`src/logic/relay_defines.svh`:
```
// Purpose: named offsets, fields, reset values and timing for the relay scanner block
// Assumes: 200 MHz sys_clk
// Notes:   byte addresses on the plain register port, one word each
`ifndef RELAY_DEFINES_SVH
`define RELAY_DEFINES_SVH

`define A_CLOSE      8'h00
`define A_OPEN       8'h04
`define A_PULSE      8'h08
`define A_PWIDTH     8'h0C
`define A_STATE      8'h10
`define A_SCAN_ENTRY 8'h14
`define A_SCAN_LEN   8'h18
`define A_INIT_IMM   8'h1C
`define A_INIT_CONT  8'h20
`define A_TRIGGER    8'h24
`define A_SAVE       8'h28
`define A_SCAN_STAT  8'h2C
`define A_COND       8'h30
`define A_EVENT      8'h34
`define A_ENABLE     8'h38
`define A_PTR        8'h3C
`define A_NTR        8'h40
`define A_STB        8'h44

`define ENT_IDX_LSB  16
`define ENT_IDX_MSB  20
`define STEPS        6'h20
`define LEN_W        6
`define NV_ADDR_LEN  6'h00
`define SAVE_ARG     32'h0000_0000
`define PW_DEFAULT   16'h0019
`define PW_MIN       16'h0001
`define PW_MAX       16'h7530
`define SB_QSUM      3
`define SB_RQS       6

`define CLK_MHZ      200
`define BREAK_NS     100
`define BREAK_CYC    ((`BREAK_NS * `CLK_MHZ + 999) / 1000)
`define MS_CYC       (1000 * `CLK_MHZ)
`define SAMPLE_US    100
`define SAMPLE_CYC   (`SAMPLE_US * `CLK_MHZ)

`endif

```
`src/logic/relay_pkg.sv`:
```
// Purpose: shared types of the relay scanner block
// Assumes: nothing beyond the defines header
// Notes:   bus requests travel as one packed struct
`default_nettype none
package relay_pkg;
  typedef struct packed {
    logic        we;
    logic        re;
    logic [7:0]  addr;
    logic [31:0] wdata;
  } bus_req_t;

  typedef enum logic [2:0] {
    S_BOOT,
    S_IDLE,
    S_BREAK,
    S_FETCH,
    S_MAKE,
    S_SAVE
  } seq_state_t;
endpackage
`default_nettype wire

```
`src/logic/scan_list_mem.sv`:
```
// Purpose: 32 x 16 scan list store with registered read data
// Assumes: one write and one read port, same clock
// Notes:   contents are undefined until loaded from non-volatile storage
`default_nettype none
module scan_list_mem (
  // clock
  input  wire logic        sys_clk,
  // write port
  input  wire logic        we,
  input  wire logic [4:0]  waddr,
  input  wire logic [15:0] wdata,
  // read port
  input  wire logic        re,
  input  wire logic [4:0]  raddr,
  output logic      [15:0] rdata
);
  logic [15:0] mem [0:31];

  always_ff @(posedge sys_clk) begin
    if (we) begin
      mem[waddr] <= wdata;
    end
    if (re) begin
      rdata <= mem[raddr];
    end
  end
endmodule
`default_nettype wire

```
`src/logic/input_monitor.sv`:
```
// Purpose: samples eight inputs into condition, filtered event and summary bits
// Assumes: inputs synchronous to sys_clk
// Notes:   sample period is a parameter so a bench can shorten it
`include "relay_defines.svh"
`default_nettype none
module input_monitor #(
  parameter int SAMPLE_CYCLES = `SAMPLE_CYC
) (
  // clock and reset
  input  wire logic       sys_clk,
  input  wire logic       rst,
  // pins
  input  wire logic [7:0] din,
  // control
  input  wire logic [7:0] ptr,
  input  wire logic [7:0] ntr,
  input  wire logic [7:0] ena,
  input  wire logic       ev_clr,
  // status
  output logic      [7:0] cond,
  output logic      [7:0] event_bits,
  output logic            summary
);
  logic [31:0] tick_cnt_r;
  logic        tick;
  logic [7:0]  rise;
  logic [7:0]  fall;
  logic [7:0]  hit;

  assign tick = (tick_cnt_r == 32'(SAMPLE_CYCLES - 1));
  assign rise = din & ~cond;
  assign fall = ~din & cond;
  assign hit  = tick ? ((rise & ptr) | (fall & ntr)) : 8'h00;

  always_ff @(posedge sys_clk) begin
    if (rst) begin
      tick_cnt_r <= 32'h0000_0000;
      cond       <= 8'h00;
      event_bits <= 8'h00;
      summary    <= 1'b0;
    end else begin
      tick_cnt_r <= tick ? 32'h0000_0000 : tick_cnt_r + 32'h0000_0001;
      if (tick) begin
        cond <= din;
      end
      // a new edge wins over the clearing read
      event_bits <= hit | (ev_clr ? 8'h00 : event_bits);
      summary    <= |(event_bits & ena);
    end
  end
endmodule
`default_nettype wire

```
`src/logic/relay_scanner.sv`:
```
// Purpose: sixteen relay outputs with break-before-make scanner and input monitor
// Assumes: host commands arrive as register writes on a plain port
// Notes:   scan list restored from non-volatile storage before outputs enable
//
// Function
// - scan command stores ordered relay group list
// - immediate initiate goes to first position, enables
// - continuous setting enables or disables, reset disabled
// - bus or common trigger steps one position
// - open current group before closing next
// - relays outside list stay individually controlled
// - list holds 16 relays by 32 steps
// - save with argument zero writes list to flash
// - each group opens and closes together
// - trigger at last position returns home
// - condition read gives present input levels
// - event latches changes, read clears it
// - rise and fall masks select event edges
// - inputs sampled faster than 1 kHz
// - enabled events summarised, raise service request
// - outputs disabled until saved setup loaded
// - relay enable output asserted once outputs enabled
// - host list form decoded into relay masks; register writes carry masks directly
// - open or close changes only named relays
`include "relay_defines.svh"
`default_nettype none
module relay_scanner #(
  parameter int MS_CYCLES     = `MS_CYC,
  parameter int SAMPLE_CYCLES = `SAMPLE_CYC
) (
  // clock and reset
  input  wire logic              sys_clk,
  input  wire logic              rst,
  // register port
  input  wire relay_pkg::bus_req_t req,
  output logic            [31:0] rd_data,
  // bus group execute trigger
  input  wire logic              get_trig,
  // digital inputs
  input  wire logic       [7:0]  din,
  // relay outputs
  output logic            [15:0] relay_out,
  output logic                   relay_en,
  output logic                   srq,
  // non-volatile storage
  output logic                   nv_rd_en,
  output logic                   nv_wr_en,
  output logic            [5:0]  nv_addr,
  output logic            [15:0] nv_wr_data,
  input  wire logic       [15:0] nv_rd_data
);
  function automatic logic wr_hit(input relay_pkg::bus_req_t r, input logic [7:0] a);
    return r.we && (r.addr == a);
  endfunction

  function automatic logic rd_hit(input relay_pkg::bus_req_t r, input logic [7:0] a);
    return r.re && (r.addr == a);
  endfunction

  relay_pkg::seq_state_t state_r;
  relay_pkg::seq_state_t state_nxt;

  logic [15:0]        indiv_r;
  logic [15:0]        scan_mask_r;
  logic [15:0]        scan_grp_r;
  logic [15:0]        pulse_mask_r;
  logic [15:0]        pwidth_r;
  logic [15:0]        pw_cnt_r;
  logic [31:0]        ms_cnt_r;
  logic [`LEN_W-1:0]  len_r;
  logic [4:0]         pos_r;
  logic [4:0]         target_r;
  logic               scan_en_r;
  logic               trig_pend_r;
  logic               init_pend_r;
  logic               save_pend_r;
  logic [6:0]         cnt_r;
  logic [7:0]         ptr_r;
  logic [7:0]         ntr_r;
  logic [7:0]         ena_r;

  // decoded bus strobes
  wire        w_close  = wr_hit(req, `A_CLOSE);
  wire        w_open   = wr_hit(req, `A_OPEN);
  wire        w_pulse  = wr_hit(req, `A_PULSE);
  wire        w_pwidth = wr_hit(req, `A_PWIDTH);
  wire        w_entry  = wr_hit(req, `A_SCAN_ENTRY);
  wire        w_len    = wr_hit(req, `A_SCAN_LEN);
  wire        w_init   = wr_hit(req, `A_INIT_IMM);
  wire        w_cont   = wr_hit(req, `A_INIT_CONT);
  wire        w_trig   = wr_hit(req, `A_TRIGGER);
  wire        w_save   = wr_hit(req, `A_SAVE) && (req.wdata == `SAVE_ARG);
  wire        ev_clr   = rd_hit(req, `A_EVENT);
  wire [15:0] wmask    = req.wdata[15:0];
  wire [4:0]  ent_idx  = req.wdata[`ENT_IDX_MSB:`ENT_IDX_LSB];
  wire        booting  = (state_r == relay_pkg::S_BOOT);
  wire        len_ok   = (len_r != 6'h00) && (len_r <= `STEPS);
  wire        pw_ok    = (wmask >= `PW_MIN) && (wmask <= `PW_MAX);

  // trigger handling and next position
  wire        trig_any = (get_trig || w_trig) && scan_en_r && !booting;
  wire        at_last  = ({1'b0, pos_r} == len_r - 6'h01);
  wire [4:0]  step_pos = at_last ? 5'h00 : pos_r + 5'h01;
  wire        idle     = (state_r == relay_pkg::S_IDLE);
  wire        take_ini = idle && init_pend_r && len_ok;
  wire        take_trg = idle && !init_pend_r && trig_pend_r && scan_en_r && len_ok;
  wire        take_sav = idle && !init_pend_r && !trig_pend_r && save_pend_r;

  // boot stream: nv word k arrives the cycle after it is asked for
  wire        boot_dat = booting && (cnt_r != 7'h00);
  wire [5:0]  boot_wrd = 6'(cnt_r - 7'h01);
  wire        boot_len = boot_dat && (boot_wrd == `NV_ADDR_LEN);
  wire        boot_ent = boot_dat && (boot_wrd != `NV_ADDR_LEN);
  wire [4:0]  boot_idx = 5'(boot_wrd - 6'h01);
  wire        boot_end = booting && (boot_wrd == `STEPS);

  // save stream: length first, then one list word per cycle
  wire        saving   = (state_r == relay_pkg::S_SAVE);
  wire [4:0]  save_idx = 5'(cnt_r);
  wire        save_end = saving && (cnt_r == 7'(`STEPS));

  // memory port selection
  wire        mem_we    = boot_ent || (w_entry && !booting);
  wire [4:0]  mem_waddr = booting ? boot_idx : ent_idx;
  wire [15:0] mem_wdata = booting ? nv_rd_data : wmask;
  wire        mem_re    = (state_r == relay_pkg::S_FETCH) || saving;
  wire [4:0]  mem_raddr = saving ? save_idx : target_r;
  wire [15:0] mem_rdata;

  // pulse timer, shared by every pulsed relay
  wire        ms_tick  = (ms_cnt_r == 32'(MS_CYCLES - 1));
  wire        pw_done  = (pulse_mask_r != 16'h0000) && ms_tick && (pw_cnt_r == 16'h0001);

  // individual latch: only named relays move
  wire [15:0] indiv_nxt = ((indiv_r
                          | (w_close ? wmask : 16'h0000)
                          | (w_pulse ? wmask : 16'h0000))
                          & ~(w_open ? wmask : 16'h0000)
                          & ~(pw_done ? pulse_mask_r : 16'h0000));

  // scan relays follow the scanner, the rest follow the latch
  wire [15:0] out_nxt = booting ? 16'h0000
                      : ((indiv_r & ~scan_mask_r) | (scan_grp_r & scan_mask_r));

  wire [7:0]  cond;
  wire [7:0]  event_bits;
  wire        summary;
  wire [7:0]  stb = summary ? ((8'h01 << `SB_RQS) | (8'h01 << `SB_QSUM))
                            : 8'h00;

  logic [31:0] rd_mux;
  always_comb begin
    case (req.addr)
      `A_STATE:     rd_mux = {16'h0000, relay_out};
      `A_PWIDTH:    rd_mux = {16'h0000, pwidth_r};
      `A_SCAN_LEN:  rd_mux = {26'h000_0000, len_r};
      `A_INIT_CONT: rd_mux = {31'h0000_0000, scan_en_r};
      `A_SCAN_STAT: rd_mux = {16'h0000, 3'b000, pos_r, 5'h00, saving, booting, idle};
      `A_COND:      rd_mux = {24'h00_0000, cond};
      `A_EVENT:     rd_mux = {24'h00_0000, event_bits};
      `A_ENABLE:    rd_mux = {24'h00_0000, ena_r};
      `A_PTR:       rd_mux = {24'h00_0000, ptr_r};
      `A_NTR:       rd_mux = {24'h00_0000, ntr_r};
      `A_STB:       rd_mux = {24'h00_0000, stb};
      default:      rd_mux = 32'h0000_0000;
    endcase
  end

  always_comb begin
    state_nxt = state_r;
    case (state_r)
      relay_pkg::S_BOOT: begin
        if (boot_end) begin
          state_nxt = relay_pkg::S_IDLE;
        end
      end
      relay_pkg::S_IDLE: begin
        if (take_ini || take_trg) begin
          state_nxt = relay_pkg::S_BREAK;
        end else if (take_sav) begin
          state_nxt = relay_pkg::S_SAVE;
        end
      end
      relay_pkg::S_BREAK: begin
        if (cnt_r == 7'(`BREAK_CYC)) begin
          state_nxt = relay_pkg::S_FETCH;
        end
      end
      relay_pkg::S_FETCH: state_nxt = relay_pkg::S_MAKE;
      relay_pkg::S_MAKE:  state_nxt = relay_pkg::S_IDLE;
      relay_pkg::S_SAVE: begin
        if (save_end) begin
          state_nxt = relay_pkg::S_IDLE;
        end
      end
      default: state_nxt = relay_pkg::S_IDLE;
    endcase
  end

  always_ff @(posedge sys_clk) begin
    if (rst) begin
      state_r <= relay_pkg::S_BOOT;
      cnt_r   <= 7'h00;
    end else begin
      state_r <= state_nxt;
      cnt_r   <= (state_nxt != state_r) ? 7'h00 : cnt_r + 7'h01;
    end
  end

  // scanner position, group and enable
  always_ff @(posedge sys_clk) begin
    if (rst) begin
      scan_en_r   <= 1'b0;
      scan_grp_r  <= 16'h0000;
      pos_r       <= 5'h00;
      target_r    <= 5'h00;
      trig_pend_r <= 1'b0;
      init_pend_r <= 1'b0;
    end else begin
      trig_pend_r <= trig_any || (trig_pend_r && !take_trg && scan_en_r);
      init_pend_r <= (w_init && !booting) || (init_pend_r && !take_ini);
      if (w_len) begin
        scan_en_r <= 1'b0;
      end else if (take_ini) begin
        scan_en_r <= 1'b1;
      end else if (w_cont) begin
        scan_en_r <= req.wdata[0];
      end
      if (take_ini) begin
        target_r <= 5'h00;
      end else if (take_trg) begin
        target_r <= step_pos;
      end
      if (state_r == relay_pkg::S_BREAK || w_len) begin
        scan_grp_r <= 16'h0000;
      end else if (state_r == relay_pkg::S_MAKE) begin
        scan_grp_r <= mem_rdata;
        pos_r      <= target_r;
      end
    end
  end

  // scan list bookkeeping and flash handshake
  always_ff @(posedge sys_clk) begin
    if (rst) begin
      len_r       <= 6'h00;
      scan_mask_r <= 16'h0000;
      save_pend_r <= 1'b0;
      nv_rd_en    <= 1'b0;
      nv_wr_en    <= 1'b0;
      nv_addr     <= 6'h00;
      nv_wr_data  <= 16'h0000;
    end else begin
      save_pend_r <= (w_save && !booting) || (save_pend_r && !take_sav);
      if (boot_len) begin
        len_r <= nv_rd_data[`LEN_W-1:0];
      end else if (w_len && !booting) begin
        len_r <= req.wdata[`LEN_W-1:0];
      end
      if (w_len && !booting) begin
        scan_mask_r <= 16'h0000;
      end else if (boot_ent && ({1'b0, boot_idx} < len_r)) begin
        scan_mask_r <= scan_mask_r | nv_rd_data;
      end else if (w_entry && !booting) begin
        scan_mask_r <= scan_mask_r | wmask;
      end
      nv_rd_en <= booting && !boot_end && (cnt_r <= 7'(`STEPS));
      if (take_sav) begin
        nv_wr_en   <= 1'b1;
        nv_addr    <= `NV_ADDR_LEN;
        nv_wr_data <= {10'h000, len_r};
      end else if (saving && cnt_r != 7'h00) begin
        nv_wr_en   <= 1'b1;
        nv_addr    <= 6'(cnt_r);
        nv_wr_data <= mem_rdata;
      end else if (booting) begin
        nv_wr_en <= 1'b0;
        nv_addr  <= 6'(cnt_r);
      end else begin
        nv_wr_en <= 1'b0;
      end
    end
  end

  // individual latches, pulse timer and monitor setup
  always_ff @(posedge sys_clk) begin
    if (rst) begin
      indiv_r      <= 16'h0000;
      pulse_mask_r <= 16'h0000;
      pwidth_r     <= `PW_DEFAULT;
      pw_cnt_r     <= 16'h0000;
      ms_cnt_r     <= 32'h0000_0000;
      ptr_r        <= 8'h00;
      ntr_r        <= 8'h00;
      ena_r        <= 8'h00;
    end else begin
      indiv_r <= indiv_nxt;
      if (w_pwidth && pw_ok) begin
        pwidth_r <= wmask;
      end
      // a fresh pulse restarts the shared timer for all pulsed relays
      if (w_pulse) begin
        pulse_mask_r <= (pw_done ? 16'h0000 : pulse_mask_r) | wmask;
        pw_cnt_r     <= pwidth_r;
        ms_cnt_r     <= 32'h0000_0000;
      end else begin
        pulse_mask_r <= pw_done ? 16'h0000 : pulse_mask_r;
        ms_cnt_r     <= ms_tick ? 32'h0000_0000 : ms_cnt_r + 32'h0000_0001;
        if (ms_tick && pw_cnt_r != 16'h0000) begin
          pw_cnt_r <= pw_cnt_r - 16'h0001;
        end
      end
      if (wr_hit(req, `A_PTR)) begin
        ptr_r <= req.wdata[7:0];
      end
      if (wr_hit(req, `A_NTR)) begin
        ntr_r <= req.wdata[7:0];
      end
      if (wr_hit(req, `A_ENABLE)) begin
        ena_r <= req.wdata[7:0];
      end
    end
  end

  // registered outputs
  always_ff @(posedge sys_clk) begin
    if (rst) begin
      relay_out <= 16'h0000;
      relay_en  <= 1'b0;
      srq       <= 1'b0;
      rd_data   <= 32'h0000_0000;
    end else begin
      relay_out <= out_nxt;
      relay_en  <= !booting;
      srq       <= summary;
      rd_data   <= req.re ? rd_mux : 32'h0000_0000;
    end
  end

  scan_list_mem u_mem (
    .sys_clk (sys_clk),
    .we      (mem_we),
    .waddr   (mem_waddr),
    .wdata   (mem_wdata),
    .re      (mem_re),
    .raddr   (mem_raddr),
    .rdata   (mem_rdata)
  );

  input_monitor #(
    .SAMPLE_CYCLES (SAMPLE_CYCLES)
  ) u_mon (
    .sys_clk    (sys_clk),
    .rst        (rst),
    .din        (din),
    .ptr        (ptr_r),
    .ntr        (ntr_r),
    .ena        (ena_r),
    .ev_clr     (ev_clr),
    .cond       (cond),
    .event_bits (event_bits),
    .summary    (summary)
  );
endmodule
`default_nettype wire

```
`config.mk`:
```
export PLATFORM = sky130hd
export DESIGN_NAME = relay_scanner
export DESIGN_NICKNAME = d
export VERILOG_FILES = /design/src/logic/relay_pkg.sv /design/src/logic/scan_list_mem.sv /design/src/logic/input_monitor.sv /design/src/logic/relay_scanner.sv
export VERILOG_INCLUDE_DIRS = /design/src /design/src/logic
export SDC_FILE = /design/constraint.sdc
export NUM_CORES = 1
export LEC_CHECK = 0
export ABC_CLOCK_PERIOD_IN_PS = 3400
export BUFFER_PORTS_ARGS = -buffer_cell sky130_fd_sc_hd__clkbuf_2
export CAP_MARGIN = 10
export CORE_ASPECT_RATIO = 0.75
export CORE_MARGIN = 1.5
export CORE_UTILIZATION = 30
export DETAILED_ROUTE_END_ITERATION = 6
export SYNTH_ARGS = -nofsm -noshare
export SYNTH_HDL_FRONTEND = slang
export SYNTH_SLANG_ARGS = --single-unit
```
`constraint.sdc`:
```
create_clock -name sys_clk -period 3.4 [get_ports sys_clk]
set_clock_uncertainty 0.05 [all_clocks]
set_input_delay 0.51 -clock sys_clk [delete_from_list [all_inputs] [get_ports sys_clk]]
set_output_delay 0.51 -clock sys_clk [all_outputs]
set_load 0.1 [all_outputs]
```
==> impl_summary.md, run 1 <==
STA
The final hold violation count came to 0. Based on the critical path, the design can be clocked at up to between 0.3 and 0.4 GHz. The final worst setup slack is 0.09632 ns. The accumulated negative setup slack is 0 ns. Of the available clock period, the critical path in the final layout requires a little over nine tenths.

Counting I/O delays and the setup requirement, the final critical path takes 3.304 ns. The total count of max-transition violations in the final report came to 0. The total of endpoints with negative setup slack in the final report is 0. The slew at the pin closest to its max-slew limit is between 1 and 1.5 ns. Setup repair after global routing left no endpoint under its margin.

The tightest slew margin relative to the limit is a little under 20%.

Clock tree
The number of H-tree levels is 3. Clock-pin slew was measured on the worst setup and hold paths at roughly 0.070 ns. Clock tree synthesis selected as its root buffer the cell sky130_fd_sc_hd__clkbuf_16. The TritonCTS clock tree is built. The number of CTS-inserted buffers is 79. The clock net sink count is 817. The clock insertion delay at the later pin of the skew report is just under 0.7 ns. No sink is reached through more buffers than the 3 on the longest clock path. The number of buffers inserted to repair setup after CTS is 0.

Drt
The routed layout has 23490 vias. Dividing the detail-routed wire length by the instance count gives roughly 22 µm. For this run, design rule violations remaining after detail routing come to 0. The iteration count of the initial detailed-routing pass is 6. In this run the remaining antenna-violating nets after routing total 0.

The routed wire length is around 100000 µm. The via-per-instance ratio is between 5 and 6. The iteration-0 DRC count of the detailed router is between 2000 and 3000.

Die
The horizontal die dimension is about 390 µm. The die is about 290 µm tall. The effective utilization at floorplan is 30.33%.

The number of placement rows is 106. The core footprint is 111800 µm². During I/O placement, the number of pins put on the boundary was around 140. The floorplan die area is between 100000 and 150000 µm².

Logic synthesis
The dominant register cell in the synthesized netlist is sky130_fd_sc_hd__edfxtp_1. The post-synthesis instance area is roughly 34000 µm². In the post-synthesis netlist, the cell with the most instances is sky130_fd_sc_hd__edfxtp_1. For this run, asynchronously set or reset flops after synthesis account for 0%.

The average cell area after synthesis is approximately 12 µm². During synthesis, Yosys emitted a total of 0 warnings. The cell count after synthesis came out at about 2800.

In this run the biggest area consumer among cell types represents 46.76% of the synthesized area. Yosys mapped a number of flops with a built-in enable equal to approximately 530. The commonest cells after synthesis are 528 x sky130_fd_sc_hd__edfxtp_1, 289 x sky130_fd_sc_hd__dfxtp_1, 273 x sky130_fd_sc_hd__nand2_1, 262 x sky130_fd_sc_hd__nor2_1, 124 x sky130_fd_sc_hd__a21oi_1. Ranked by total cell area, the synthesized netlist is headed by sky130_fd_sc_hd__edfxtp_1 47%, sky130_fd_sc_hd__dfxtp_1 17%, sky130_fd_sc_hd__mux2_2 3.8%, sky130_fd_sc_hd__mux2i_1 3.4%, sky130_fd_sc_hd__nand2_1 3.0%. In this run, distinct cell masters in the synthesized netlist total 77. The cell type with the highest aggregate area in the netlist is sky130_fd_sc_hd__edfxtp_1. The post-synthesis sequential area ratio is 63.82%. Synthesis inferred 817 register bits.

Setup path
In this run the number of cells on the critical path is 8. The critical path buffer and inverter count is 2. The class of the most critical setup path is reg2reg. In this run the worst path has a maximum fanout of 15. The critical path goes through nand3b_1 -> buf_12 -> mux2_2 -> nand2_1 -> buf_4 -> o22ai_1 -> a211oi_1 -> and4_1. STA classifies the critical path startpoint as a flop. The cell depth of the worst flop-to-flop path is 8. The endpoint of the most critical setup path is u_mem.rdata[8]$_DFFE_PP_.

The required time of the critical path is a little under 4 ns. The critical-path cell with the highest stage delay is sky130_fd_sc_hd__a211oi_1. At the worst endpoint, the arrival time is 3.77 ns.

The maximum cell stage delay along the critical path is 0.91 ns. The reg-to-reg startpoint is state_r[1]$_SDFF_PP0_. The minimum setup slack among reg-to-reg paths is about 0.096 ns. STA classifies the critical path endpoint as a flop. Among cell families on the critical path, the largest total delay comes from compound AO/OA/AOI/OAI gates. The endpoint identified for the worst register-to-register timing path is u_mem.rdata[8]$_DFFE_PP_. The startpoint of the most critical setup path is state_r[1]$_SDFF_PP0_.

Placement
The wire-length estimate of the detail-placed layout is roughly 70000 µm. The instance area at placement is 37180 µm². The final estimated routing congestion in global placement is roughly 0.9. The worst slack after detailed placement is 0.08351 ns. In this run the tool buffered the top-level ports with ~130 buffer cells.

Power and ir drop
Dividing total power by cell area gives a power density of roughly 550 nW/µm². The static leakage is around 13 nW. VDD sags by at most between 0.3 and 0.4 mV.

Global routing
The via count of the first global-routing pass is around 22000. The number of antenna violations at the first check in global routing is 10. After global routing the overflow that remains totals 0.

The pin count of the biggest net entering global routing is 74. Global routing used 17.32% of the available tracks across all layers. The first global-routing pass estimated approximately 150000 µm of wire.

Final layout
The filler cell count in the final layout is between 10000 and 15000. Ranked by flip-flop count, first place goes to u_mem.mem. The post-layout instance area is about 40000 µm². In the final layout, the registers with the most flip-flops are u_mem.mem: 512 flops, ms_cnt_r: 32 flops, u_mon.tick_cnt_r: 32 flops. Relative to the synthesized area, the layout overhead comes to 17.45%. The number of flip-flops under the largest register name is 512. The share of final-layout standard cells stronger than drive strength 1 is 18.70%. For this run, the post-layout net count is between 3000 and 4000.

Worst hold path
The tightest min-delay check is of the in2reg type.

Run status
The flow ran to the end, and the final reports show no timing, DRC or antenna violations.

Flow run
The max-cap violation count is 0.
-- worst min-delay path by stage --
stage,start,end,slack (ns),cells past startpoint
after floorplan,ms_cnt_r[0]$_SDFF_PP0_,ms_cnt_r[0]$_SDFF_PP0_,0.36,1
after global placement,ms_cnt_r[0]$_SDFF_PP0_,ms_cnt_r[0]$_SDFF_PP0_,0.38,1
after detailed placement,ms_cnt_r[0]$_SDFF_PP0_,ms_cnt_r[0]$_SDFF_PP0_,0.38,1
after CTS,nv_rd_data[8],scan_mask_r[8]$_SDFFE_PP0P_,0.004,2
after global routing,nv_rd_data[8],scan_mask_r[8]$_SDFFE_PP0P_,0.03,2
final,nv_rd_data[8],scan_mask_r[8]$_SDFFE_PP0P_,0.05,2
-- layer usage --
metal	share of wire (%)	vias up	wire length (µm)	GRT usage [%]
met5	0.094	-	95	0
met4	2.4	12	2450	4.764
met3	11	166	11510	6.438
met2	40	961	40560	23.43
met1	46	11600	46690	25.44
li1	-	10750	-	-
-- power by group --
| group | switching, mW | internal (mW) |
|---|---|---|
| sequential | 0.125 | 11.1 |
| clock | 3.89 | 4.93 |
| combinational | 1.43 | 0.548 |
-- logic make-up (layout without fill, tap and decap cells) --
| group | after synthesis | after routing | share of synthesized area, % |
|---|---|---|---|
| simple gates | 886 | 886 | 12.72 |
| mux | 229 | 229 | 7.177 |
| buf+inv | 218 | 486 | 2.882 |
| fa+ha+maj | 13 | 13 | 0.4797 |
| other cells | 1 | 17 | 0.01106 |
| xor+xnor | 86 | 86 | 2.221 |
| compound gates | 521 | 521 | 10.68 |
| flops | 817 | 817 | 63.82 |
-- area by class of cell --
class / instances / area (µm²) / share of cell area, %
multi-input combinational: 1751 / 11440 / 28.72
antenna: 1 / 2.502 / 0.006283
clock buffer: 109 / 2317 / 5.818
timing repair buffer: 311 / 2178 / 5.470
inverter: 30 / 112.6 / 0.2828
clock inverter: 36 / 242.7 / 0.6095
sequential: 817 / 21640 / 54.34
tap: 1512 / 1892 / 4.750
-- metrics by stage --
step / hold slack, ns / instances / total power [mW] / utilization (%)
after detailed placement: 0.3840 / 4415 / 13.42 / 33.25
after global placement: 0.3754 / 4415 / 13.40 / 33.25
final: 0.04600 / 4567 / 22.07 / 35.62
after CTS: 0.004445 / 4566 / 22.20 / 35.59
after global routing: 0.03479 / 4566 / 22.79 / 35.62
after floorplan: 0.3629 / 2786 / 12.53 / -
-- cells in the final DEF (no fill, tap or decap), drive strengths merged, types with 6 or more instances in the layout --
| master | n |
|---|---|
| xnor2 | 32 |
| nand4 | 25 |
| nand3 | 71 |
| nor2 | 262 |
| a211oi | 119 |
| a311oi | 35 |
| xor2 | 54 |
| buf | 180 |
| and3 | 22 |
| nand2 | 275 |
| dfxtp | 289 |
| conb | 16 |
| nand3b | 20 |
| clkbuf | 234 |
| a21oi | 124 |
| o2bb2ai | 31 |
| nor2b | 16 |
| o21ai | 36 |
| clkinv | 25 |
| ha | 13 |
| dlygate4sd3 | 6 |
| a31oi | 18 |
| nor3 | 20 |
| a32oi | 6 |
| a211o | 20 |
| a22oi | 39 |
| nand2b | 8 |
| edfxtp | 528 |
| mux2 | 113 |
| o22ai | 46 |
| nor4 | 30 |
| and4 | 26 |
| nor4b | 8 |
| mux2i | 116 |
| nor3b | 8 |
| or3 | 10 |
| inv | 36 |
| a222oi | 13 |
| and2 | 68 |
-- repair_timing --
action,in CTS,in global routing
hold buffers,6,0
gates resized for setup,0,6
endpoints found under the hold margin,6,0
endpoints found under the setup margin,0,19
Note: power is estimated with default switching activity, not from simulation.
==> inputs of run 2 (changes only) <==
--- a/config.mk
+++ b/config.mk
@@ -6,13 +6,17 @@
 export SDC_FILE = /design/constraint.sdc
 export NUM_CORES = 1
 export LEC_CHECK = 0
-export ABC_CLOCK_PERIOD_IN_PS = 3400
+export ABC_AREA = 1
+export ABC_CLOCK_PERIOD_IN_PS = 4300
 export BUFFER_PORTS_ARGS = -buffer_cell sky130_fd_sc_hd__clkbuf_2
 export CAP_MARGIN = 10
+export CELL_PAD_IN_SITES_DETAIL_PLACEMENT = 1
+export CELL_PAD_IN_SITES_GLOBAL_PLACEMENT = 1
 export CORE_ASPECT_RATIO = 0.75
 export CORE_MARGIN = 1.5
 export CORE_UTILIZATION = 30
 export DETAILED_ROUTE_END_ITERATION = 6
+export PLACE_DENSITY_LB_ADDON = 0.1
 export SYNTH_ARGS = -nofsm -noshare
 export SYNTH_HDL_FRONTEND = slang
 export SYNTH_SLANG_ARGS = --single-unit
==> constraint.sdc (replaced) <==
create_clock -name sys_clk -period 4.3 [get_ports sys_clk]
set_clock_uncertainty 0.05 [all_clocks]
set_input_delay 0.645 -clock sys_clk [delete_from_list [all_inputs] [get_ports sys_clk]]
set_output_delay 0.645 -clock sys_clk [all_outputs]
set_load 0.1 [all_outputs]
==> run 2 against run 1 <==
Compared with the run above:
- critical path depth grew 8
- clock power down 9.2%
- utilization shrank 0.62 points
- die area grew 12%
- non-clock buffer count down 86
- hold slack improved by 0.090 ns
- worst setup slack improved by 0.63 ns
- fmax shrank 7.5%
- total power is 16% lower
- routed wire length rose by 41%
- global-route usage is 4.8 points higher
- final cell count up 36%
- largest cell class unchanged
==> impl_summary.md, run 2 <==
Run status
The flow ran to the end, and the final reports show no timing, DRC or antenna violations.

STA
The total count of max-transition violations in the final report is 0 (unchanged). Setup repair after global routing left no endpoint under its margin. The final worst setup slack came to 0.7297 ns (+0.6334 ns). The final-layout worst hold slack is 0.1361 ns (+0.09011 ns). The highest clock frequency the design can meet came to 0.2801 GHz (-7.5%).

The final hold violation count is 0 (unchanged). The tightest slew margin relative to the limit is 25.38% (+5.7 points). The slew at the pin closest to its max-slew limit is 1.115 ns (-0.09001 ns).

The accumulated negative setup slack is 0 ns (unchanged). The total of endpoints with negative setup slack in the final report is 0 (unchanged). The final critical delay including setup and external delays is 3.570 ns (+0.2666 ns). The final clock period utilization by the worst path is 83.03% (-14 points).

Setup path
The type of element launching the critical path is a flop. The worst path arrival time is 4.16 ns (+0.39 ns). The critical path in this run is classified as reg2reg.

The required time of the critical path was 4.89 ns (+1.03 ns). The reg-to-reg startpoint is cnt_r[0]$_SDFF_PP0_. The peak fanout along the critical path is 13 (-2). The startpoint of the most critical setup path is cnt_r[0]$_SDFF_PP0_. STA classifies the critical path endpoint as a flop.

Global routing
The number of antenna violations at the first check in global routing is 25 (+15). The pin count of the biggest net entering global routing is 111 (+50%). The via count of the first global-routing pass is 29980 (+35%). The global-route wire length before repair came to 209100 µm (+41%). The remaining global-route overflow is 0 (unchanged). The total global routing track utilization is 22.09% (+4.8 points).

Die
The vertical extent of the die is 311.1 µm (+5.8%). The horizontal die dimension is 413.8 µm (+5.8%). The effective utilization at floorplan came to 30.38% (+0.054 points). The number of placed I/O pins was 143 (unchanged). The floorplan die area is 128800 µm² (+12%). The number of placement rows was 112 (+5.7%). The core footprint is 125000 µm² (+12%).

Drt
The residual DRC count was 0 (unchanged). The via-per-instance ratio is 4.925 (-4.3%). The final routed wire length divided by cell count was 23.08 µm (+4.0%). The iteration-0 DRC count of the detailed router came to 2368 (-16%). The via count was 30510 (+30%). The number of nets with antenna violations after routing is 0 (unchanged). The iteration count of the initial detailed-routing pass came to 7 (+1). The routed wire length is 143000 µm (+41%).

Logic synthesis
The synthesized instance count came to 4335 (+56%). The complex-gate fraction of the synthesized area came to 5.894% (-4.8 points). The adder and majority gate portion of the synthesized area is 0.4283% (-0.051 points).

The average cell area after synthesis is 8.760 µm² (-28%). The multiplexer area fraction after synthesis was 0% (-7.2 points). The number of synthesis warnings was 0 (unchanged).

By area the synthesized netlist is led by sky130_fd_sc_hd__edfxtp_1 42%, sky130_fd_sc_hd__dfxtp_1 15%, sky130_fd_sc_hd__nand2_1 9.1%, sky130_fd_sc_hd__nand3_1 8.4%, sky130_fd_sc_hd__inv_1 6.7%. The post-synthesis instance area came to 37980 µm² (+12%). Among all cell types in the netlist, the one instantiated most often is sky130_fd_sc_hd__nand2_1. The post-synthesis sequential area ratio is 56.98% (-6.8 points). The commonest cells after synthesis are 917 x sky130_fd_sc_hd__nand2_1, 674 x sky130_fd_sc_hd__inv_1, 639 x sky130_fd_sc_hd__nand3_1, 528 x sky130_fd_sc_hd__edfxtp_1, 312 x sky130_fd_sc_hd__nor2_1. The top cell type's share of synthesized area is 41.75% (-5.0 points). The number of distinct standard cells referenced by the synthesized netlist came to 54 (-30%). The post-synthesis register bit count was 817 (unchanged).

Among all flip-flop cells after synthesis, the most frequent one is sky130_fd_sc_hd__edfxtp_1. The number of enable flip-flop cells after synthesis is 528 (unchanged). The biggest area contributor in the post-synthesis netlist is sky130_fd_sc_hd__edfxtp_1.

The proportion of synthesized flip-flops having asynchronous set or reset came to 0% (unchanged). The parity-gate share of the synthesized area counting xor and xnor cells is 0.8303% (-1.4 points). The largest family of logic cells by synthesized area is simple AND/OR/NAND/NOR gates. The post-synthesis simple-gate area fraction is 26.14% (+13 points).

Final layout
Counting flops per register, the top entry is u_mem.mem. The share of final-layout standard cells stronger than drive strength 1 is 10.18% (-8.5 points). The non-filler instance count after layout is 6195 (+36%). Leaving out fill and tap cells, the most frequent cells in the layout are 915 x sky130_fd_sc_hd__nand2_1, 673 x sky130_fd_sc_hd__inv_1, 639 x sky130_fd_sc_hd__nand3_1.

The number of flip-flops under the largest register name is 512 (unchanged). The library cell used most frequently in the layout, excluding fill and tap cells, is sky130_fd_sc_hd__nand2_1. The final core area utilization is 35.00% (-0.62 points). The largest registers in the layout are u_mem.mem: 512 flops, ms_cnt_r: 32 flops, u_mon.tick_cnt_r: 32 flops.

The final net count is 4548 (+48%). The post-layout instance area is 43750 µm² (+9.8%). The area added between synthesis and finish is 15.19%.

Power and ir drop
The proportion of power drawn by flip-flops and latches is 47.8% (-3.3 points). The static leakage came to 17.44 nW (+31%). The net switching power was 4.795 mW (-12%). The power density of the placed cells was 423.3 nW/µm² (-24%). The fraction of power spent switching nets is 25.89% (+1.2 points). The clock network fraction of design power is 43.2% (+3.2 points). The logic gate share of total power is 9.0% (about the same). The overall power consumption is 18.52 mW (-16%).

The internal power summed over all cells is 13.72 mW (-17%). The largest voltage drop on the vdd net is 0.2790 mV (-18%).

Clock tree
TritonCTS built the clock tree. The number of hold buffers added after CTS is 0 (-6). The clock-pin slew on the worst setup and hold paths was 0.06 ns (about the same). The clock net sink count came to 817 (unchanged).

The maximum clock insertion buffer count is 3 (unchanged). The tree is rooted in a sky130_fd_sc_hd__clkbuf_16. The number of gates resized after CTS was 0 (unchanged).

The number of H-tree levels is 3 (unchanged). The number of CTS-inserted buffers is 94 (+19%). The clock insertion delay at the later pin of the skew report came to 0.71 ns (+0.03 ns).

The number of buffers inserted to repair setup after CTS is 0 (unchanged).

Worst hold path
The path class of the tightest hold or removal check is in2reg. The critical hold path startpoint is req[13].

Placement
The final estimated routing congestion in global placement is 0.8374 (-8.6%). The post-placement cell count is 6023 (+36%). The instance area at placement is 40760 µm² (+9.6%). The worst slack after detailed placement is 0.7721 ns (+0.6885 ns).

The detailed placement HPWL is 97960 µm (+41%). The number of buffer cells added on primary ports is 126 (unchanged).

Flow run
The max-cap violation count is 0 (unchanged).
## run 2: kinds of logic after synthesis
group | Yosys count
other cells | 1
compound gates | 406
simple gates | 2170
flops | 817
fa+ha+maj | 13
buf+inv | 892
xor+xnor | 36
## run 2: layer usage
| metal | global-route usage [%] | wire length, µm | vias to the layer above |
|---|---|---|---|
| met1 | 34.65 | 73760 | 15170 |
| met4 | 4.023 | 2252 | 24 |
| met2 | 30.43 | 57520 | 670 |
| met3 | 5.223 | 9276 | 158 |
| met5 | 0 | 156 | - |
| li1 | - | - | 14490 |
## run 2: power by group through the flow
stage               Clock, mW  Combinational, mW  Sequential [mW]
floorplan                   0              0.926             9.03
global placement            0               1.67             9.00
detailed placement          0               1.68             9.01
CTS                      8.22               1.69             8.84
global route             8.53               1.82             8.87
finish                   8.01               1.67             8.84
## run 2: area by class of cell
type,instances,area (µm²)
Tap cell,1653,2068
Timing Repair Buffer,225,1524
Antenna cell,3,7.507
Inverter,687,2579
Sequential cell,817,21640
Fill cell,14630,81250
Clock buffer,134,2655
Clock inverter,35,326.6
Multi-Input combinational cell,2641,12940
## run 2: worst max-delay path, stage by stage, from the launching register on
cell                      delay [ns]
sky130_fd_sc_hd__dfxtp_1        0.57
sky130_fd_sc_hd__inv_1          0.24
sky130_fd_sc_hd__ha_1           0.28
sky130_fd_sc_hd__inv_1          0.06
sky130_fd_sc_hd__nand2_1        0.05
sky130_fd_sc_hd__nand2_1        0.13
sky130_fd_sc_hd__nand2_1        0.13
sky130_fd_sc_hd__nor2_4         0.24
sky130_fd_sc_hd__nand2_2        0.11
sky130_fd_sc_hd__and2_4         0.18
sky130_fd_sc_hd__ha_1           0.27
sky130_fd_sc_hd__nand2_1        0.08
sky130_fd_sc_hd__o21ai_0        0.10
sky130_fd_sc_hd__a21oi_1        0.33
sky130_fd_sc_hd__nand3_2        0.36
sky130_fd_sc_hd__nor2_1         0.21
sky130_fd_sc_hd__o21a_1         0.12
## run 2: path summary, 6_finish.rpt
kind | endpoint | slack, ns | cells past startpoint
worst max-delay path | scan_mask_r[6]$_SDFFE_PP0P_ | 0.73 | 16
worst min-delay path | pulse_mask_r[13]$_SDFF_PP0_ | 0.14 | 3
worst max register to register | scan_mask_r[6]$_SDFFE_PP0P_ | 0.73 | 16
worst min register to register | srq$_SDFF_PP0_ | 0.39 | 2
==> inputs of run 3 (changes only) <==
--- a/config.mk
+++ b/config.mk
@@ -7,7 +7,7 @@
 export NUM_CORES = 1
 export LEC_CHECK = 0
 export ABC_AREA = 1
-export ABC_CLOCK_PERIOD_IN_PS = 4300
+export ABC_CLOCK_PERIOD_IN_PS = 3400
 export BUFFER_PORTS_ARGS = -buffer_cell sky130_fd_sc_hd__clkbuf_2
 export CAP_MARGIN = 10
 export CELL_PAD_IN_SITES_DETAIL_PLACEMENT = 1
==> constraint.sdc (replaced) <==
create_clock -name sys_clk -period 3.4 [get_ports sys_clk]
set_clock_uncertainty 0.05 [all_clocks]
set_input_delay 0.51 -clock sys_clk [delete_from_list [all_inputs] [get_ports sys_clk]]
set_output_delay 0.51 -clock sys_clk [all_outputs]
set_load 0.1 [all_outputs]
==> run 3 against run 2 <==
Compared with the run above:
- total power grew 29%
- non-clock buffer count grew 50
- hold slack lost 0.076 ns
- combinational power grew 25%
- critical path type unchanged
- clock-buffer cell count shrank 19
- utilization grew 0.54 points
- global-route usage shrank 0.32 points
==> impl_summary.md, run 3 (same netlist as run 2, synthesis figures left out) <==
Final layout
The non-filler instance count after layout is 6247 (+0.84%). The area growth from synthesis to layout is 16.98%. The final core area utilization is 35.54% (+0.54 points). The number of flip-flops under the largest register name is 512 (unchanged). In the layout the commonest cells are 915 x sky130_fd_sc_hd__nand2_1, 673 x sky130_fd_sc_hd__inv_1, 639 x sky130_fd_sc_hd__nand3_1. The largest registers in the layout are u_mem.mem: 512 flops, ms_cnt_r: 32 flops, u_mon.tick_cnt_r: 32 flops. The share of final-layout standard cells stronger than drive strength 1 is 11.22% (+1.0 points). The filler cell count in the final layout is 14570 (-0.40%).

The final net count is 4598 (+1.1%). Ranked by flip-flop count, first place goes to u_mem.mem. The leading cell type in the layout, fill and taps excluded is sky130_fd_sc_hd__nand2_1.

The register cell area after layout was 21640 µm² (unchanged). The area of the multi-input gates was 12950 µm² (about the same).

Setup path
The peak fanout along the critical path is 13 (unchanged). The reg-to-reg startpoint is cnt_r[1]$_SDFF_PP0_. The maximum cell stage delay along the critical path is 0.41 ns (-0.16 ns). The element type at the critical path end is a flop. The cell that appears most often on the critical path is sky130_fd_sc_hd__nand2_2. Walking the worst path, the cells encountered are inv_1 -> ha_1 -> nand3_2 -> nor2_4 -> inv_2 -> nand2_2 -> nor2_4 -> nand2_2 -> nand2_1 -> nand2_2 -> nand3_2 -> nor2_1 -> buf_4.

The minimum setup slack among reg-to-reg paths is 0.35 ns (-0.38 ns). STA classifies the critical path startpoint as a flop. The cell depth of the worst flop-to-flop path is 13 (-3).

The worst path arrival time is 3.39 ns (-0.77 ns). The class of the most critical setup path is reg2reg. In this run the worst setup path terminates at u_mem.mem[18][13]$_DFFE_PP_.

The end of the worst register-to-register path is u_mem.mem[18][13]$_DFFE_PP_. The startpoint of the most critical setup path is cnt_r[1]$_SDFF_PP0_. The required time of the critical path is 3.74 ns (-1.15 ns). Among all stages on the critical path, the largest delay is contributed by sky130_fd_sc_hd__nand3_2.

Placement
The post-placement cell count is 6059 (+0.60%). The worst slack after detailed placement is 0.09459 ns (-0.6775 ns). The detailed placement HPWL is 95790 µm (-2.2%). The final estimated routing congestion in global placement is 0.8731 (+4.3%).

The number of buffer cells added on primary ports is 126 (unchanged).

Global routing
The total global routing track utilization came to 21.77% (-0.32 points). The remaining global-route overflow is 0 (unchanged). The number of antenna violations at the first check in global routing was 20 (-20%). The pin count of the biggest net entering global routing is 161 (+45%).

The via count of the first global-routing pass is 30280 (+1.0%). The global-route wire length before repair is 207400 µm (-0.84%).

STA
The total count of max-transition violations in the final report is 0 (unchanged). The final clock period utilization by the worst path is 89.77% (+6.7 points). The tightest slew margin relative to the limit is 37.60% (+12 points). The highest clock frequency the design can meet is 0.3276 GHz (+17%). The final hold violation count is 0 (unchanged).

The total of endpoints with negative setup slack in the final report came to 0 (unchanged). The final critical delay including setup and external delays was 3.052 ns (-0.5180 ns). Setup repair after global routing left no endpoint under its margin. The final worst setup slack came to 0.3477 ns (-0.3820 ns). The slew at the pin closest to its max-slew limit is 0.9275 ns (-0.1875 ns).

The accumulated negative setup slack is 0 ns (unchanged).

Clock tree
The number of CTS-inserted buffers is 94 (unchanged). TritonCTS built the clock tree. The maximum clock insertion buffer count was 3 (unchanged). The clock insertion delay at the later pin of the skew report is 0.71 ns (about the same). The clock-pin slew on the worst setup and hold paths is 0.06 ns (about the same).

The number of H-tree levels came to 3 (unchanged). The clock net sink count was 817 (unchanged). The tree is rooted in a sky130_fd_sc_hd__clkbuf_16.

Flow run
The max-cap violation count was 0 (unchanged).

Drt
The iteration-0 DRC count of the detailed router is 2256 (-4.7%). The final routed wire length divided by cell count is 22.49 µm (-2.6%). The number of nets with antenna violations after routing was 0 (unchanged). The iteration count of the initial detailed-routing pass is 5 (-2).

The via count is 30360 (-0.49%). The routed wire length is 140500 µm (-1.7%). The residual DRC count came to 0 (unchanged). The via-per-instance ratio is 4.859 (-1.3%).

Die
The floorplan die area was 128800 µm² (unchanged). The horizontal die dimension is 413.8 µm (unchanged). The vertical extent of the die is 311.1 µm (unchanged). The number of placement rows is 112 (unchanged). The core footprint came to 125000 µm² (unchanged). The effective utilization at floorplan is 30.38% (unchanged). The number of placed I/O pins came to 143 (unchanged).

Run status
The run finished with clean final reports.

Power and ir drop
The largest voltage drop on the vdd net is 0.4065 mV (+46%). The static leakage is 17.80 nW (+2.0%). The power density of the placed cells is 535.7 nW/µm² (+27%).

Worst hold path
In this run the worst hold path is classified as in2reg. The critical hold path startpoint is req[9].
-- run 3: changes by cell type in the layout (fill, tap and decap cells not counted), sizes merged --
cell	previous run	this run
clkinv	28	41
buf	100	136
clkinvlp	3	6
clkbuf	259	240
bufinv	5	9
dlygate4sd3	0	14
inv	686	687
-- run 3: area by class of cell --
cell class	count	area share, %
antenna	3	0.01690
clock buffer	115	5.869
clock inverter	56	1.203
inverter	687	5.804
multi-input combinational	2641	29.16
sequential	817	48.71
tap	1653	4.655
timing repair buffer	275	4.579
-- run 3: critical path, delay by kind of cell, from the launching register on --
family        cells  cell delay (ns)
flops             1             0.35
fa+ha+maj         1             0.24
simple gates      9             1.54
buf+inv           3             0.54
-- run 3: power breakdown --
part	internal [mW]	switching (mW)	total (mW)
logic	0.534	1.55	2.09
registers	11.1	0.114	11.2
clock network	6.12	4.41	10.5
total	17.7	6.08	23.8
-- run 3: worst min-delay path by stage --
stage | end | cells past startpoint
floorplan | srq$_SDFF_PP0_ | 2
global route | pulse_mask_r[9]$_SDFF_PP0_ | 3
CTS | pulse_mask_r[9]$_SDFF_PP0_ | 3
global placement | srq$_SDFF_PP0_ | 2
finish | pulse_mask_r[9]$_SDFF_PP0_ | 3
detailed placement | srq$_SDFF_PP0_ | 2
-- run 3: through the flow --
stage               hold slack (ns)  power, mW  cell area, µm²
global placement             0.3849      13.45           41130
global route                0.05383      24.65           44420
detailed placement           0.3853      13.48           41130
floorplan                    0.3531      12.59           38030
finish                      0.06002      23.80           44430
CTS                         0.01354      24.09           44410
-- run 3: repair_timing --
item,in CTS,in global routing
setup buffers,0,0
endpoints found under the setup margin,0,13
gates resized for setup,0,2
hold buffers,14,0
endpoints found under the hold margin,14,0
-- run 3: metal layers --
layer,wire length [µm],part of all wire (%),track usage (%),vias up
met5,138,0.098,0,-
met4,2556,1.8,4.338,20
met3,8065,5.7,4.394,154
met2,59410,42,31.70,609
met1,70300,50,33.03,15000
li1,-,-,-,14580
